`config.mk`:
```
export PLATFORM = sky130hd
export DESIGN_NAME = ghem_top
export DESIGN_NICKNAME = d
export VERILOG_FILES = /design/src/verilog/ghem_pkg.sv /design/src/verilog/ghem_top.sv
export SDC_FILE = /design/constraint.sdc
export NUM_CORES = 1
export LEC_CHECK = 0
export BUFFER_PORTS_ARGS = -buffer_cell sky130_fd_sc_hd__clkbuf_2
export CAP_MARGIN = 25
export CORE_MARGIN = 4
export CORE_UTILIZATION = 55
export DETAILED_ROUTE_END_ITERATION = 8
export GPL_ROUTABILITY_DRIVEN = 0
export HOLD_SLACK_MARGIN = 0.03
export PLACE_DENSITY = 0.72
export SLEW_MARGIN = 20
export SYNTH_ARGS = -nofsm -noshare
export SYNTH_HDL_FRONTEND = slang
export SYNTH_SLANG_ARGS = --single-unit
```
`constraint.sdc`:
```
create_clock -name CLK -period 18.1 [get_ports CLK]
set_clock_uncertainty 0.15 [all_clocks]
set_input_delay 5.43 -clock CLK [delete_from_list [all_inputs] [get_ports CLK]]
set_output_delay 5.43 -clock CLK [all_outputs]
set_load 0.005 [all_outputs]
```
`src/verilog/ghem_pkg.sv`:
```
// Constants and types for the game history and error monitor
`default_nettype none
package ghem_pkg;
	// Clock and supervision times
	localparam int CLK_HZ            = 10_000_000;
	localparam int NOTCH_TIMEOUT_MS  = 3000;
	localparam int NOTCH_TIMEOUT_CYC = NOTCH_TIMEOUT_MS * (CLK_HZ / 1000);
	localparam int COIN_STUCK_MS     = 5000;
	localparam int COIN_STUCK_CYC    = COIN_STUCK_MS * (CLK_HZ / 1000);
	localparam int BEAM_BLOCK_MS     = 3000;
	localparam int BEAM_BLOCK_CYC    = BEAM_BLOCK_MS * (CLK_HZ / 1000);
	localparam int TMR_W             = 26;
	// Sizes
	localparam int NUM_TARGETS = 3;
	localparam int NUM_HIST    = 5;
	localparam int NUM_BALL    = 2 * NUM_TARGETS;
	localparam int NUM_FAULTS  = 5;
	localparam int VAL_W       = 10;
	localparam int TALLY_W     = 16;
	localparam int OWED_W      = 12;
	// Counts and limits
	localparam logic [TALLY_W-1:0] GAMES_CEILING       = 16'hEA60;
	localparam logic [3:0]         HIST_LAST_STEP      = 4'hA;
	localparam logic [2:0]         AUDIT_ENTRY_PRESSES = 3'h5;
	// Fault indices
	localparam int FLT_TICKET = 0;
	localparam int FLT_COIN   = 1;
	localparam int FLT_MEM    = 2;
	localparam int FLT_GATE   = 3;
	localparam int FLT_SENSOR = 4;
	// Register byte offsets
	localparam logic [7:0] ADDR_GAMES        = 8'h00;
	localparam logic [7:0] ADDR_BALL_BASE    = 8'h04;
	localparam logic [7:0] ADDR_GATE_TALLY   = 8'h1C;
	localparam logic [7:0] ADDR_SENSOR_TALLY = 8'h20;
	localparam logic [7:0] ADDR_IRQ_STATUS   = 8'h24;
	localparam logic [7:0] ADDR_IRQ_MASK     = 8'h28;
	localparam logic [7:0] ADDR_CONTROL      = 8'h2C;
	localparam logic [7:0] ADDR_FAULTS       = 8'h30;
	localparam logic [7:0] ADDR_OWED         = 8'h34;
	localparam int         CTRL_CLEAR_BIT    = 0;
	localparam logic [4:0] MASK_RESET        = 5'h00;
	localparam logic [1:0] RESP_OKAY         = 2'h0;
	localparam logic [1:0] RESP_SLVERR       = 2'h2;
	// Types
	typedef enum {MODE_ATTRACT, MODE_TEST, MODE_AUDIT, MODE_HISTORY} ghem_mode_type;
	typedef enum logic [2:0] {DISP_IDLE, DISP_TITLE, DISP_POINTS, DISP_TICKETS, DISP_BLANK,
		DISP_ERROR} ghem_disp_kind_type;
	typedef struct packed {
		logic [VAL_W-1:0] points;
		logic [VAL_W-1:0] tickets;
	} ghem_hist_type;
	typedef struct packed {
		ghem_disp_kind_type kind;
		logic [2:0]         slot;
		logic [VAL_W-1:0]   value;
	} ghem_disp_type;
endpackage : ghem_pkg
`default_nettype wire

```
`src/verilog/ghem_top.sv`:
```
// Game history, audit tallies and fault supervision with AXI4-Lite registers
// What this block does
// - Flashing and non-flashing exit tallies per target
// - Tally gate faults and sensor blocked faults
// - Audits freeze at games ceiling until cleared
// - Keep points and tickets of five games
// - History lost at power; empty slot blank
// - Enter history from audits or sixth press
// - Service steps title then wraps entries
// - Each game shows points then tickets
// - Test press in history returns attract
// - Fault shows number and requests voice
// - Ticket fault: no notch for 3 s
// - Coin fault: switch closed over 5 s
// - Memory fault shown in all modes but attract
// - Gate fault after game; Test closes gate
// - Sensor fault: beam blocked over 3 s
// - Sensor fault clears itself when unblocked
// - Test press rechecks; fault stays if present
// - Owed tickets paid after ticket fault clears
`default_nettype none
module ghem_top #(
	parameter int NUM_COIN    = 2,
	parameter int NOTCH_LIMIT = ghem_pkg::NOTCH_TIMEOUT_CYC,
	parameter int COIN_LIMIT  = ghem_pkg::COIN_STUCK_CYC,
	parameter int BEAM_LIMIT  = ghem_pkg::BEAM_BLOCK_CYC
) (
	// Clock and reset
	input  wire logic                              CLK,
	input  wire logic                              RESETN,
	// AXI4-Lite slave
	input  wire logic [7:0]                        S_AXI_AWADDR,
	input  wire logic                              S_AXI_AWVALID,
	output logic                                   S_AXI_AWREADY,
	input  wire logic [31:0]                       S_AXI_WDATA,
	input  wire logic [3:0]                        S_AXI_WSTRB,
	input  wire logic                              S_AXI_WVALID,
	output logic                                   S_AXI_WREADY,
	output logic [1:0]                             S_AXI_BRESP,
	output logic                                   S_AXI_BVALID,
	input  wire logic                              S_AXI_BREADY,
	input  wire logic [7:0]                        S_AXI_ARADDR,
	input  wire logic                              S_AXI_ARVALID,
	output logic                                   S_AXI_ARREADY,
	output logic [31:0]                            S_AXI_RDATA,
	output logic [1:0]                             S_AXI_RRESP,
	output logic                                   S_AXI_RVALID,
	input  wire logic                              S_AXI_RREADY,
	// Interrupt
	output logic                                   IRQ,
	// Buttons and sensor pins
	input  wire logic                              TEST_BTN,
	input  wire logic                              SERVICE_BTN,
	input  wire logic [NUM_COIN-1:0]               COIN_SW,
	input  wire logic                              NOTCH,
	input  wire logic                              GATE_CLOSED,
	input  wire logic [ghem_pkg::NUM_TARGETS-1:0]  TARGET_BEAM,
	// Game logic on the same clock
	input  wire logic                              GAME_END,
	input  wire logic [ghem_pkg::VAL_W-1:0]        GAME_POINTS,
	input  wire logic [ghem_pkg::VAL_W-1:0]        GAME_TICKETS,
	input  wire logic [ghem_pkg::NUM_TARGETS-1:0]  TARGET_FLASH,
	input  wire logic                              SETTINGS_MEM_ERR,
	// Outputs to machine
	output ghem_pkg::ghem_disp_type                DISPLAY,
	output logic                                   VOICE_REQ,
	output logic                                   DISPENSE,
	output logic                                   GATE_CLOSE_CMD,
	output logic                                   PLAY_HALT
);
	import ghem_pkg::*;

	localparam int SW = NUM_COIN + 7;
	localparam logic [TMR_W-1:0] NOTCH_LIM = TMR_W'(NOTCH_LIMIT);
	localparam logic [TMR_W-1:0] COIN_LIM  = TMR_W'(COIN_LIMIT);
	localparam logic [TMR_W-1:0] BEAM_LIM  = TMR_W'(BEAM_LIMIT);

	////////////////////////////////////////////////////////////////////////////
	// Reset release and pin synchronisers
	logic          rst_meta_ff;
	logic          rst_n;
	logic [SW-1:0] pin_meta_ff;
	logic [SW-1:0] pin_ff;
	logic [SW-1:0] pin_prev_ff;
	logic [SW-1:0] pin_rise;

	always_ff @(posedge CLK or negedge RESETN) begin
		if (!RESETN) begin
			rst_meta_ff <= 1'b0;
			rst_n       <= 1'b0;
		end else begin
			rst_meta_ff <= 1'b1;
			rst_n       <= rst_meta_ff;
		end
	end

	always_ff @(posedge CLK or negedge rst_n) begin
		if (!rst_n) begin
			pin_meta_ff <= '0;
			pin_ff      <= '0;
			pin_prev_ff <= '0;
		end else begin
			pin_meta_ff <= {TARGET_BEAM, GATE_CLOSED, NOTCH, COIN_SW, SERVICE_BTN, TEST_BTN};
			pin_ff      <= pin_meta_ff;
			pin_prev_ff <= pin_ff;
		end
	end

	assign pin_rise = pin_ff & ~pin_prev_ff;

	logic                   test_rise;
	logic                   svc_rise;
	logic                   coin_any;
	logic                   notch_rise;
	logic                   gate_closed;
	logic [NUM_TARGETS-1:0] beam;
	logic [NUM_TARGETS-1:0] beam_rise;

	assign test_rise   = pin_rise[0];
	assign svc_rise    = pin_rise[1];
	assign coin_any    = |pin_ff[NUM_COIN+1:2];
	assign notch_rise  = pin_rise[NUM_COIN+2];
	assign gate_closed = pin_ff[NUM_COIN+3];
	assign beam        = pin_ff[NUM_COIN+6:NUM_COIN+4];
	assign beam_rise   = pin_rise[NUM_COIN+6:NUM_COIN+4];

	////////////////////////////////////////////////////////////////////////////
	// Operator mode
	ghem_mode_type mode_ff;
	logic [2:0]    press_cnt_ff;
	logic [3:0]    step_ff;
	logic [4:0]    faults_ff;
	logic [4:0]    vis_faults;
	logic          err_shown;
	logic          nav_press;

	// Memory fault stays hidden outside the test screens
	assign vis_faults = faults_ff & ~((mode_ff == MODE_ATTRACT) ? 5'h04 : 5'h00);
	assign err_shown  = |vis_faults;
	// A Test press is taken by the fault recheck first
	assign nav_press  = test_rise & ~err_shown;

	always_ff @(posedge CLK or negedge rst_n) begin
		if (!rst_n) begin
			mode_ff      <= MODE_ATTRACT;
			press_cnt_ff <= '0;
			step_ff      <= '0;
		end else begin
			case (mode_ff)
				MODE_ATTRACT: begin
					if (nav_press) begin
						mode_ff      <= MODE_TEST;
						press_cnt_ff <= 3'h1;
					end
				end
				MODE_TEST: begin
					if (nav_press) begin
						press_cnt_ff <= press_cnt_ff + 3'h1;
						if (press_cnt_ff + 3'h1 == AUDIT_ENTRY_PRESSES) begin
							mode_ff <= MODE_AUDIT;
						end
					end
				end
				MODE_AUDIT: begin
					if (nav_press) begin
						mode_ff <= MODE_HISTORY;
						step_ff <= '0;
					end
				end
				MODE_HISTORY: begin
					if (nav_press) begin
						mode_ff      <= MODE_ATTRACT;
						press_cnt_ff <= '0;
					end else if (svc_rise) begin
						step_ff <= (step_ff == HIST_LAST_STEP) ? 4'h1 : step_ff + 4'h1;
					end
				end
				default: begin
					mode_ff <= MODE_ATTRACT;
				end
			endcase
		end
	end

	////////////////////////////////////////////////////////////////////////////
	// Game history, volatile by design
	ghem_hist_type           hist_ff [NUM_HIST];
	logic [NUM_HIST-1:0]     hist_valid_ff;

	always_ff @(posedge CLK or negedge rst_n) begin
		if (!rst_n) begin
			for (int i = 0; i < NUM_HIST; i++) begin
				hist_ff[i] <= '0;
			end
			hist_valid_ff <= '0;
		end else if (GAME_END) begin
			for (int i = NUM_HIST - 1; i > 0; i--) begin
				hist_ff[i] <= hist_ff[i-1];
			end
			hist_ff[0]    <= '{points: GAME_POINTS, tickets: GAME_TICKETS};
			hist_valid_ff <= {hist_valid_ff[NUM_HIST-2:0], 1'b1};
		end
	end

	////////////////////////////////////////////////////////////////////////////
	// Supervision timers
	logic [TMR_W-1:0] notch_tmr_ff;
	logic [TMR_W-1:0] coin_tmr_ff;
	logic [TMR_W-1:0] beam_tmr_ff [NUM_TARGETS];
	logic [NUM_TARGETS-1:0] beam_stuck;
	logic [OWED_W-1:0] owed_ff;
	logic              dispensing;

	assign dispensing = (owed_ff != '0) & ~faults_ff[FLT_TICKET];

	always_ff @(posedge CLK or negedge rst_n) begin
		if (!rst_n) begin
			notch_tmr_ff <= '0;
		end else if (!dispensing || notch_rise) begin
			notch_tmr_ff <= '0;
		end else if (notch_tmr_ff != NOTCH_LIM) begin
			notch_tmr_ff <= notch_tmr_ff + 1'b1;
		end
	end

	always_ff @(posedge CLK or negedge rst_n) begin
		if (!rst_n) begin
			coin_tmr_ff <= '0;
		end else if (!coin_any) begin
			coin_tmr_ff <= '0;
		end else if (coin_tmr_ff != COIN_LIM) begin
			coin_tmr_ff <= coin_tmr_ff + 1'b1;
		end
	end

	for (genvar t = 0; t < NUM_TARGETS; t++) begin : g_beam
		always_ff @(posedge CLK or negedge rst_n) begin
			if (!rst_n) begin
				beam_tmr_ff[t] <= '0;
			end else if (!beam[t]) begin
				beam_tmr_ff[t] <= '0;
			end else if (beam_tmr_ff[t] != BEAM_LIM) begin
				beam_tmr_ff[t] <= beam_tmr_ff[t] + 1'b1;
			end
		end
		assign beam_stuck[t] = (beam_tmr_ff[t] == BEAM_LIM);
	end

	// Owed tickets survive a ticket fault
	always_ff @(posedge CLK or negedge rst_n) begin
		if (!rst_n) begin
			owed_ff <= '0;
		end else begin
			owed_ff <= owed_ff + (GAME_END ? OWED_W'(GAME_TICKETS) : '0)
				- OWED_W'(notch_rise && owed_ff != '0);
		end
	end

	////////////////////////////////////////////////////////////////////////////
	// Faults
	logic [4:0] fault_set;
	logic [4:0] fault_clr;
	logic [4:0] nxt_faults;
	logic [4:0] fault_new;

	always_comb begin
		fault_set             = '0;
		fault_set[FLT_TICKET] = (notch_tmr_ff == NOTCH_LIM) & dispensing;
		fault_set[FLT_COIN]   = (coin_tmr_ff == COIN_LIM);
		fault_set[FLT_MEM]    = SETTINGS_MEM_ERR;
		fault_set[FLT_GATE]   = GAME_END & ~gate_closed;
		// Level causes set again at once, so a recheck cannot hide them
		fault_clr             = (test_rise && err_shown) ? 5'h0F : 5'h00;
		nxt_faults            = (faults_ff & ~fault_clr) | fault_set;
		nxt_faults[FLT_SENSOR] = |beam_stuck;
	end

	assign fault_new = nxt_faults & ~faults_ff;

	always_ff @(posedge CLK or negedge rst_n) begin
		if (!rst_n) begin
			faults_ff      <= '0;
			VOICE_REQ      <= 1'b0;
			GATE_CLOSE_CMD <= 1'b0;
			PLAY_HALT      <= 1'b0;
			DISPENSE       <= 1'b0;
		end else begin
			faults_ff      <= nxt_faults;
			VOICE_REQ      <= |fault_new;
			GATE_CLOSE_CMD <= fault_clr[FLT_GATE] & faults_ff[FLT_GATE];
			PLAY_HALT      <= err_shown;
			DISPENSE       <= dispensing;
		end
	end

	////////////////////////////////////////////////////////////////////////////
	// Display
	ghem_disp_type nxt_disp;
	logic [3:0]    slot_idx;

	always_comb begin
		nxt_disp = '{kind: DISP_IDLE, slot: 3'h0, value: '0};
		slot_idx = (step_ff - 4'h1) >> 1;
		if (err_shown) begin
			nxt_disp.kind = DISP_ERROR;
			for (int i = NUM_FAULTS - 1; i >= 0; i--) begin
				if (vis_faults[i]) begin
					nxt_disp.slot = 3'(i + 1);
				end
			end
		end else if (mode_ff == MODE_HISTORY) begin
			if (step_ff == 4'h0) begin
				nxt_disp.kind = DISP_TITLE;
			end else begin
				nxt_disp.slot = 3'(slot_idx + 4'h1);
				if (!hist_valid_ff[slot_idx[2:0]]) begin
					nxt_disp.kind = DISP_BLANK;
				end else if (step_ff[0]) begin
					nxt_disp.kind  = DISP_POINTS;
					nxt_disp.value = hist_ff[slot_idx[2:0]].points;
				end else begin
					nxt_disp.kind  = DISP_TICKETS;
					nxt_disp.value = hist_ff[slot_idx[2:0]].tickets;
				end
			end
		end
	end

	always_ff @(posedge CLK or negedge rst_n) begin
		if (!rst_n) begin
			DISPLAY <= '{kind: DISP_IDLE, slot: 3'h0, value: '0};
		end else begin
			DISPLAY <= nxt_disp;
		end
	end

	////////////////////////////////////////////////////////////////////////////
	// Audit tallies
	logic [TALLY_W-1:0] games_ff;
	logic [TALLY_W-1:0] ball_ff [NUM_BALL];
	logic [TALLY_W-1:0] gate_tally_ff;
	logic [TALLY_W-1:0] sensor_tally_ff;
	logic               audit_clear;
	logic               frozen;

	assign frozen = (games_ff == GAMES_CEILING);

	always_ff @(posedge CLK or negedge rst_n) begin
		if (!rst_n) begin
			games_ff        <= '0;
			gate_tally_ff   <= '0;
			sensor_tally_ff <= '0;
			for (int i = 0; i < NUM_BALL; i++) begin
				ball_ff[i] <= '0;
			end
		end else if (audit_clear) begin
			games_ff        <= '0;
			gate_tally_ff   <= '0;
			sensor_tally_ff <= '0;
			for (int i = 0; i < NUM_BALL; i++) begin
				ball_ff[i] <= '0;
			end
		end else if (!frozen) begin
			games_ff        <= games_ff + TALLY_W'(GAME_END);
			gate_tally_ff   <= gate_tally_ff + TALLY_W'(fault_new[FLT_GATE]);
			sensor_tally_ff <= sensor_tally_ff + TALLY_W'(fault_new[FLT_SENSOR]);
			for (int t = 0; t < NUM_TARGETS; t++) begin
				// Even index counts flashing exits, odd index the rest
				ball_ff[2*t]   <= ball_ff[2*t] + TALLY_W'(beam_rise[t] & TARGET_FLASH[t]);
				ball_ff[2*t+1] <= ball_ff[2*t+1] + TALLY_W'(beam_rise[t] & ~TARGET_FLASH[t]);
			end
		end
	end

	////////////////////////////////////////////////////////////////////////////
	// AXI4-Lite slave and interrupt
	logic        aw_full_ff;
	logic        w_full_ff;
	logic [7:0]  aw_addr_ff;
	logic [31:0] w_data_ff;
	logic        w_lane0_ff;
	logic [4:0]  irq_status_ff;
	logic [4:0]  irq_mask_ff;
	logic        commit;
	logic        rd_take;
	logic        rd_clear;
	logic [31:0] rd_data;

	function automatic logic ghem_mapped(input logic [7:0] a);
		return (a[1:0] == 2'h0) && (a <= ADDR_OWED);
	endfunction : ghem_mapped

	assign S_AXI_AWREADY = ~aw_full_ff;
	assign S_AXI_WREADY  = ~w_full_ff;
	assign S_AXI_ARREADY = ~S_AXI_RVALID;
	assign commit        = aw_full_ff & w_full_ff & ~S_AXI_BVALID;
	assign rd_take       = S_AXI_ARVALID & S_AXI_ARREADY;
	assign rd_clear      = rd_take && (S_AXI_ARADDR == ADDR_IRQ_STATUS);
	assign audit_clear   = commit && aw_addr_ff == ADDR_CONTROL && w_lane0_ff && w_data_ff[CTRL_CLEAR_BIT];
	assign IRQ           = |(irq_status_ff & irq_mask_ff);

	always_ff @(posedge CLK or negedge rst_n) begin
		if (!rst_n) begin
			aw_full_ff   <= 1'b0;
			w_full_ff    <= 1'b0;
			aw_addr_ff   <= '0;
			w_data_ff    <= '0;
			w_lane0_ff   <= 1'b0;
			S_AXI_BVALID <= 1'b0;
			S_AXI_BRESP  <= RESP_OKAY;
			irq_mask_ff  <= MASK_RESET;
		end else begin
			if (S_AXI_AWVALID && !aw_full_ff) begin
				aw_full_ff <= 1'b1;
				aw_addr_ff <= S_AXI_AWADDR;
			end
			if (S_AXI_WVALID && !w_full_ff) begin
				w_full_ff  <= 1'b1;
				w_data_ff  <= S_AXI_WDATA;
				w_lane0_ff <= S_AXI_WSTRB[0];
			end
			if (commit) begin
				aw_full_ff   <= 1'b0;
				w_full_ff    <= 1'b0;
				S_AXI_BVALID <= 1'b1;
				S_AXI_BRESP  <= ghem_mapped(aw_addr_ff) ? RESP_OKAY : RESP_SLVERR;
				if (aw_addr_ff == ADDR_IRQ_MASK && w_lane0_ff) begin
					irq_mask_ff <= w_data_ff[4:0];
				end
			end else if (S_AXI_BREADY) begin
				S_AXI_BVALID <= 1'b0;
			end
		end
	end

	// Read clears status; an event in the same cycle still lands
	always_ff @(posedge CLK or negedge rst_n) begin
		if (!rst_n) begin
			irq_status_ff <= '0;
		end else begin
			irq_status_ff <= (irq_status_ff & ~{5{rd_clear}}) | fault_new;
		end
	end

	always_comb begin
		rd_data = '0;
		case (S_AXI_ARADDR)
			ADDR_GAMES:        rd_data = 32'(games_ff);
			ADDR_GATE_TALLY:   rd_data = 32'(gate_tally_ff);
			ADDR_SENSOR_TALLY: rd_data = 32'(sensor_tally_ff);
			ADDR_IRQ_STATUS:   rd_data = 32'(irq_status_ff);
			ADDR_IRQ_MASK:     rd_data = 32'(irq_mask_ff);
			ADDR_FAULTS:       rd_data = 32'(faults_ff);
			ADDR_OWED:         rd_data = 32'(owed_ff);
			default: begin
				for (int i = 0; i < NUM_BALL; i++) begin
					if (S_AXI_ARADDR == ADDR_BALL_BASE + 8'(4 * i)) begin
						rd_data = 32'(ball_ff[i]);
					end
				end
			end
		endcase
	end

	always_ff @(posedge CLK or negedge rst_n) begin
		if (!rst_n) begin
			S_AXI_RVALID <= 1'b0;
			S_AXI_RDATA  <= '0;
			S_AXI_RRESP  <= RESP_OKAY;
		end else if (rd_take) begin
			S_AXI_RVALID <= 1'b1;
			S_AXI_RDATA  <= rd_data;
			S_AXI_RRESP  <= ghem_mapped(S_AXI_ARADDR) ? RESP_OKAY : RESP_SLVERR;
		end else if (S_AXI_RREADY) begin
			S_AXI_RVALID <= 1'b0;
		end
	end
endmodule : ghem_top
`default_nettype wire

```
==> flow_summary_export.csv <==
group,metric,value,unit
outcome,status,"finished clean",
place,placed_cells,3112,
pwr,p_per_area,117,nW/um2
critical_path,worstPathArrival,8590,ps
critical_path,r2r_slack,14160,ps
synthesis,synthFlopType,"dfrtp_1",
global_routing,grt_max_degree,186,
synthesis,synth_edf_count,0,
cts,hold_buffers,0,
pwr,sw_frac_of_total,30.7,%
flow_run,cap_violations,0,
global_routing,antenna_found_initial,1,
synthesis,ys_seq_area_share,48.5,%
timing,hold_viol_final,0,
timing,rsz0062_at_grt,"no",
worst_hold_path,hold_class,"reg2reg",
routing,post_drt_wl_per_cell,19.2,um
timing,relSlewSlack,32.2,%
die,die_h,224,um
synthesis,synthCells,2484,
cts,cts_buffers,53,
critical_path,worstPathRequired,18440,ps
timing,slew_violations,0,
cts,clk_latency,610,ps
routing,drc,0,
routing,viasPerCell,6.04,
routing,vias,19403,
cts,cts_root_buf,"clkbuf_16",
routing,dr.pass1.iters,8,
cts,cts_setup_buffers,0,
final_layout,multi_input_area,12300,um2
pwr,peakVddDrop,0.0876,mV
final_layout,syn_to_final_growth,11.4,%
timing,tns,0,ps
critical_path,worstSetupStartpointType,"primary input",
die,num_rows,78,
synthesis,synth_top_area_cell,"dfrtp_1",
die,die_area,50200,um2
global_routing,grt_pass1_vias,18969,
die,core,45800,um2
cts,h-tree-depth,2,
critical_path,critical-path-max-stage-delay,750,ps
routing,drt-initial-drc-count,1865,
pwr,internal_power,0.00232,W
critical_path,path_cells,"buf_4, nand2_1, ha_1, inv_1, ha_1, a211oi_1, o21ai_0, a2111oi_1, nor4_1, nor4b_1",
synthesis,ys_top_cells_by_count,"497 x dfrtp_1, 246 x nor2_1, 183 x nand2_1",
pwr,p_seq_share,43.1,%
place,dp_hpwl,42500,um
pwr,power.leakage,12.4,nW
place,port-buffer-count,106,
global_routing,grt_first_pass_wirelength,100000,um
cts,cts_sinks,497,
synthesis,async_flop_share,100,%
final_layout,fin_cells,3210,
die,io_pins,155,
worst_hold_path,hold_depth,0,
synthesis,syn_avg_cell_area,10.3,um2
critical_path,rr_worst_depth,14,
critical_path,end_kind,"flop",
timing,finalSetupViolCount,0,
die,initial_core_util,56.0,%
routing,postRouteAntennaNets,0,
synthesis,synthesis.area,25700,um2
timing,max_freq,0.121,GHz
cts,clockBufferDepth,3,
timing,finalCritPeriodShare,45.6,%
cts,cts_resized,0,
final_layout,fin_util,62.4,%
timing,tightest_slew,1000,ps
synthesis,ys_ff_latch,497,
synthesis,ys_top_cells_by_area,"dfrtp_1 48%, mux2_2 5.4%, xnor2_1 4.4%",
cts,clkTransAtPathRegs,60,ps
routing,wl,61700,um
synthesis,synth_most_common_cell,"dfrtp_1",
final_layout,final_layout_size_suffix_gt1_share,15.5,%
synthesis,ys_warn_count,0,
global_routing,grt_use_total,24.3,%
synthesis,synth_top_area_share,48.5,%
critical_path,crit_type,"in2reg",
critical_path,cp_max_fo,47,
pwr,power,0.00335,W
pwr,power_frac_comb,22.7,%
critical_path,cp_common_cell,"ha_1",
pwr,p_sw,0.00103,W
synthesis,synth.distinct_cells,83,
pwr,clockPowerShare,34.2,%
final_layout,seq_area,12400,um2
timing,min_period,8260,ps
cts,cts_tree,"done",
final_layout,n_fill_cell,3627,
global_routing,grt_overflow,0,
die,die_w,224,um
final_layout,nNetsFinal,2727,
critical_path,critical-path-slowest-cell,"a2111oi_1",
metrics by stage:
step,cell area (um2),hold WS [ps],setup slack (ps)
floorplan,25700,181,3070
global placement,26600,183,9310
detailed placement,26700,185,9070
CTS,28500,198,9680
global route,28600,197,9510
finish,28600,196,9840
worst max-delay path: cells and delay by family:
kind,cells,cell delay [ps]
compound gates,3,1200
simple gates,3,790
fa+ha+maj,2,660
buf+inv,2,500
kinds of logic after synthesis:
group	after synthesis	share of synthesized area (%)
compound gates	333	9.30
xor+xnor	214	7.31
fa+ha+maj	63	3.10
buf+inv	238	3.95
flops	497	48.5
mux	166	8.11
other cells	2	0.0293
simple gates	971	19.7
final timing paths:
path | end | from
worst max-delay path | owed_ff[11]$_DFF_PN0_ | GAME_END
worst min-delay path | pin_ff[0]$_DFF_PN0_ | pin_meta_ff[0]$_DFF_PN0_
worst max register to register | owed_ff[10]$_DFF_PN0_ | owed_ff[10]$_DFF_PN0_
worst min register to register | pin_ff[0]$_DFF_PN0_ | pin_meta_ff[0]$_DFF_PN0_
max in group asynchronous | rst_n$_DFF_PN0_ | RESETN
min in group asynchronous | pin_meta_ff[6]$_DFF_PN0_ | rst_n$_DFF_PN0_
power groups by stage:
stage	logic [W]	clock network, W	registers (W)
final	0.000761	0.00114	0.00145
after global routing	0.000847	0.00121	0.00147
after CTS	0.000759	0.00117	0.00144
after detailed placement	0.000751	0	0.00146
after global placement	0.000717	0	0.00145
after floorplan	0.000574	0	0.00141
layout by cell type, fill, tap and decap left out, drive strengths merged, types with 10 or more instances in the layout:
cell type / n
or3: 32
xor2: 84
a211oi: 11
buf: 29
conb: 19
nand2b: 21
xnor2: 130
ha: 62
and3: 29
nor2b: 18
nand2: 183
mux2i: 21
nor4b: 19
or4: 15
a22oi: 17
nor4: 73
nand3: 100
o211ai: 10
mux4: 21
inv: 117
clkinv: 13
and2: 51
and4: 19
a21boi: 13
or2: 12
dfrtp: 497
mux2: 124
a222oi: 15
clkbuf: 178
nand4: 65
o22ai: 11
nor2: 248
nor3: 57
o21ai: 69
a21oi: 77
layout make-up:
type	instances	share of cell area, %
flip-flops and latches	497	43.5
well taps	600	2.63
clock inverters	22	1.30
multi-input cells	1766	43.0
repair buffers	136	2.80
inverters	117	1.54
diodes	1	0.00876
clock buffers	71	5.16
state kept, by name, indices dropped and copies added, names as in the netlist, 4 cells and up:
name	flops
faults_ff	5
sensor_tally_ff	16
aw_addr_ff	8
games_ff	16
w_data_ff	5
coin_tmr_ff	26
beam_tmr_ff	78
owed_ff	12
irq_mask_ff	5
pin_prev_ff	6
step_ff	4
S_AXI_RDATA	16
gate_tally_ff	16
pin_meta_ff	9
ball_ff	96
irq_status_ff	5
notch_tmr_ff	26
hist_ff	100
hist_valid_ff	5
DISPLAY	16
pin_ff	9
layer usage:
metal	track usage (%)	wire, um
met5	0	0
met4	8.45	2210
met3	5.14	4050
met2	38.6	29000
met1	33.6	26400
(Power assumes the default switching activity.)
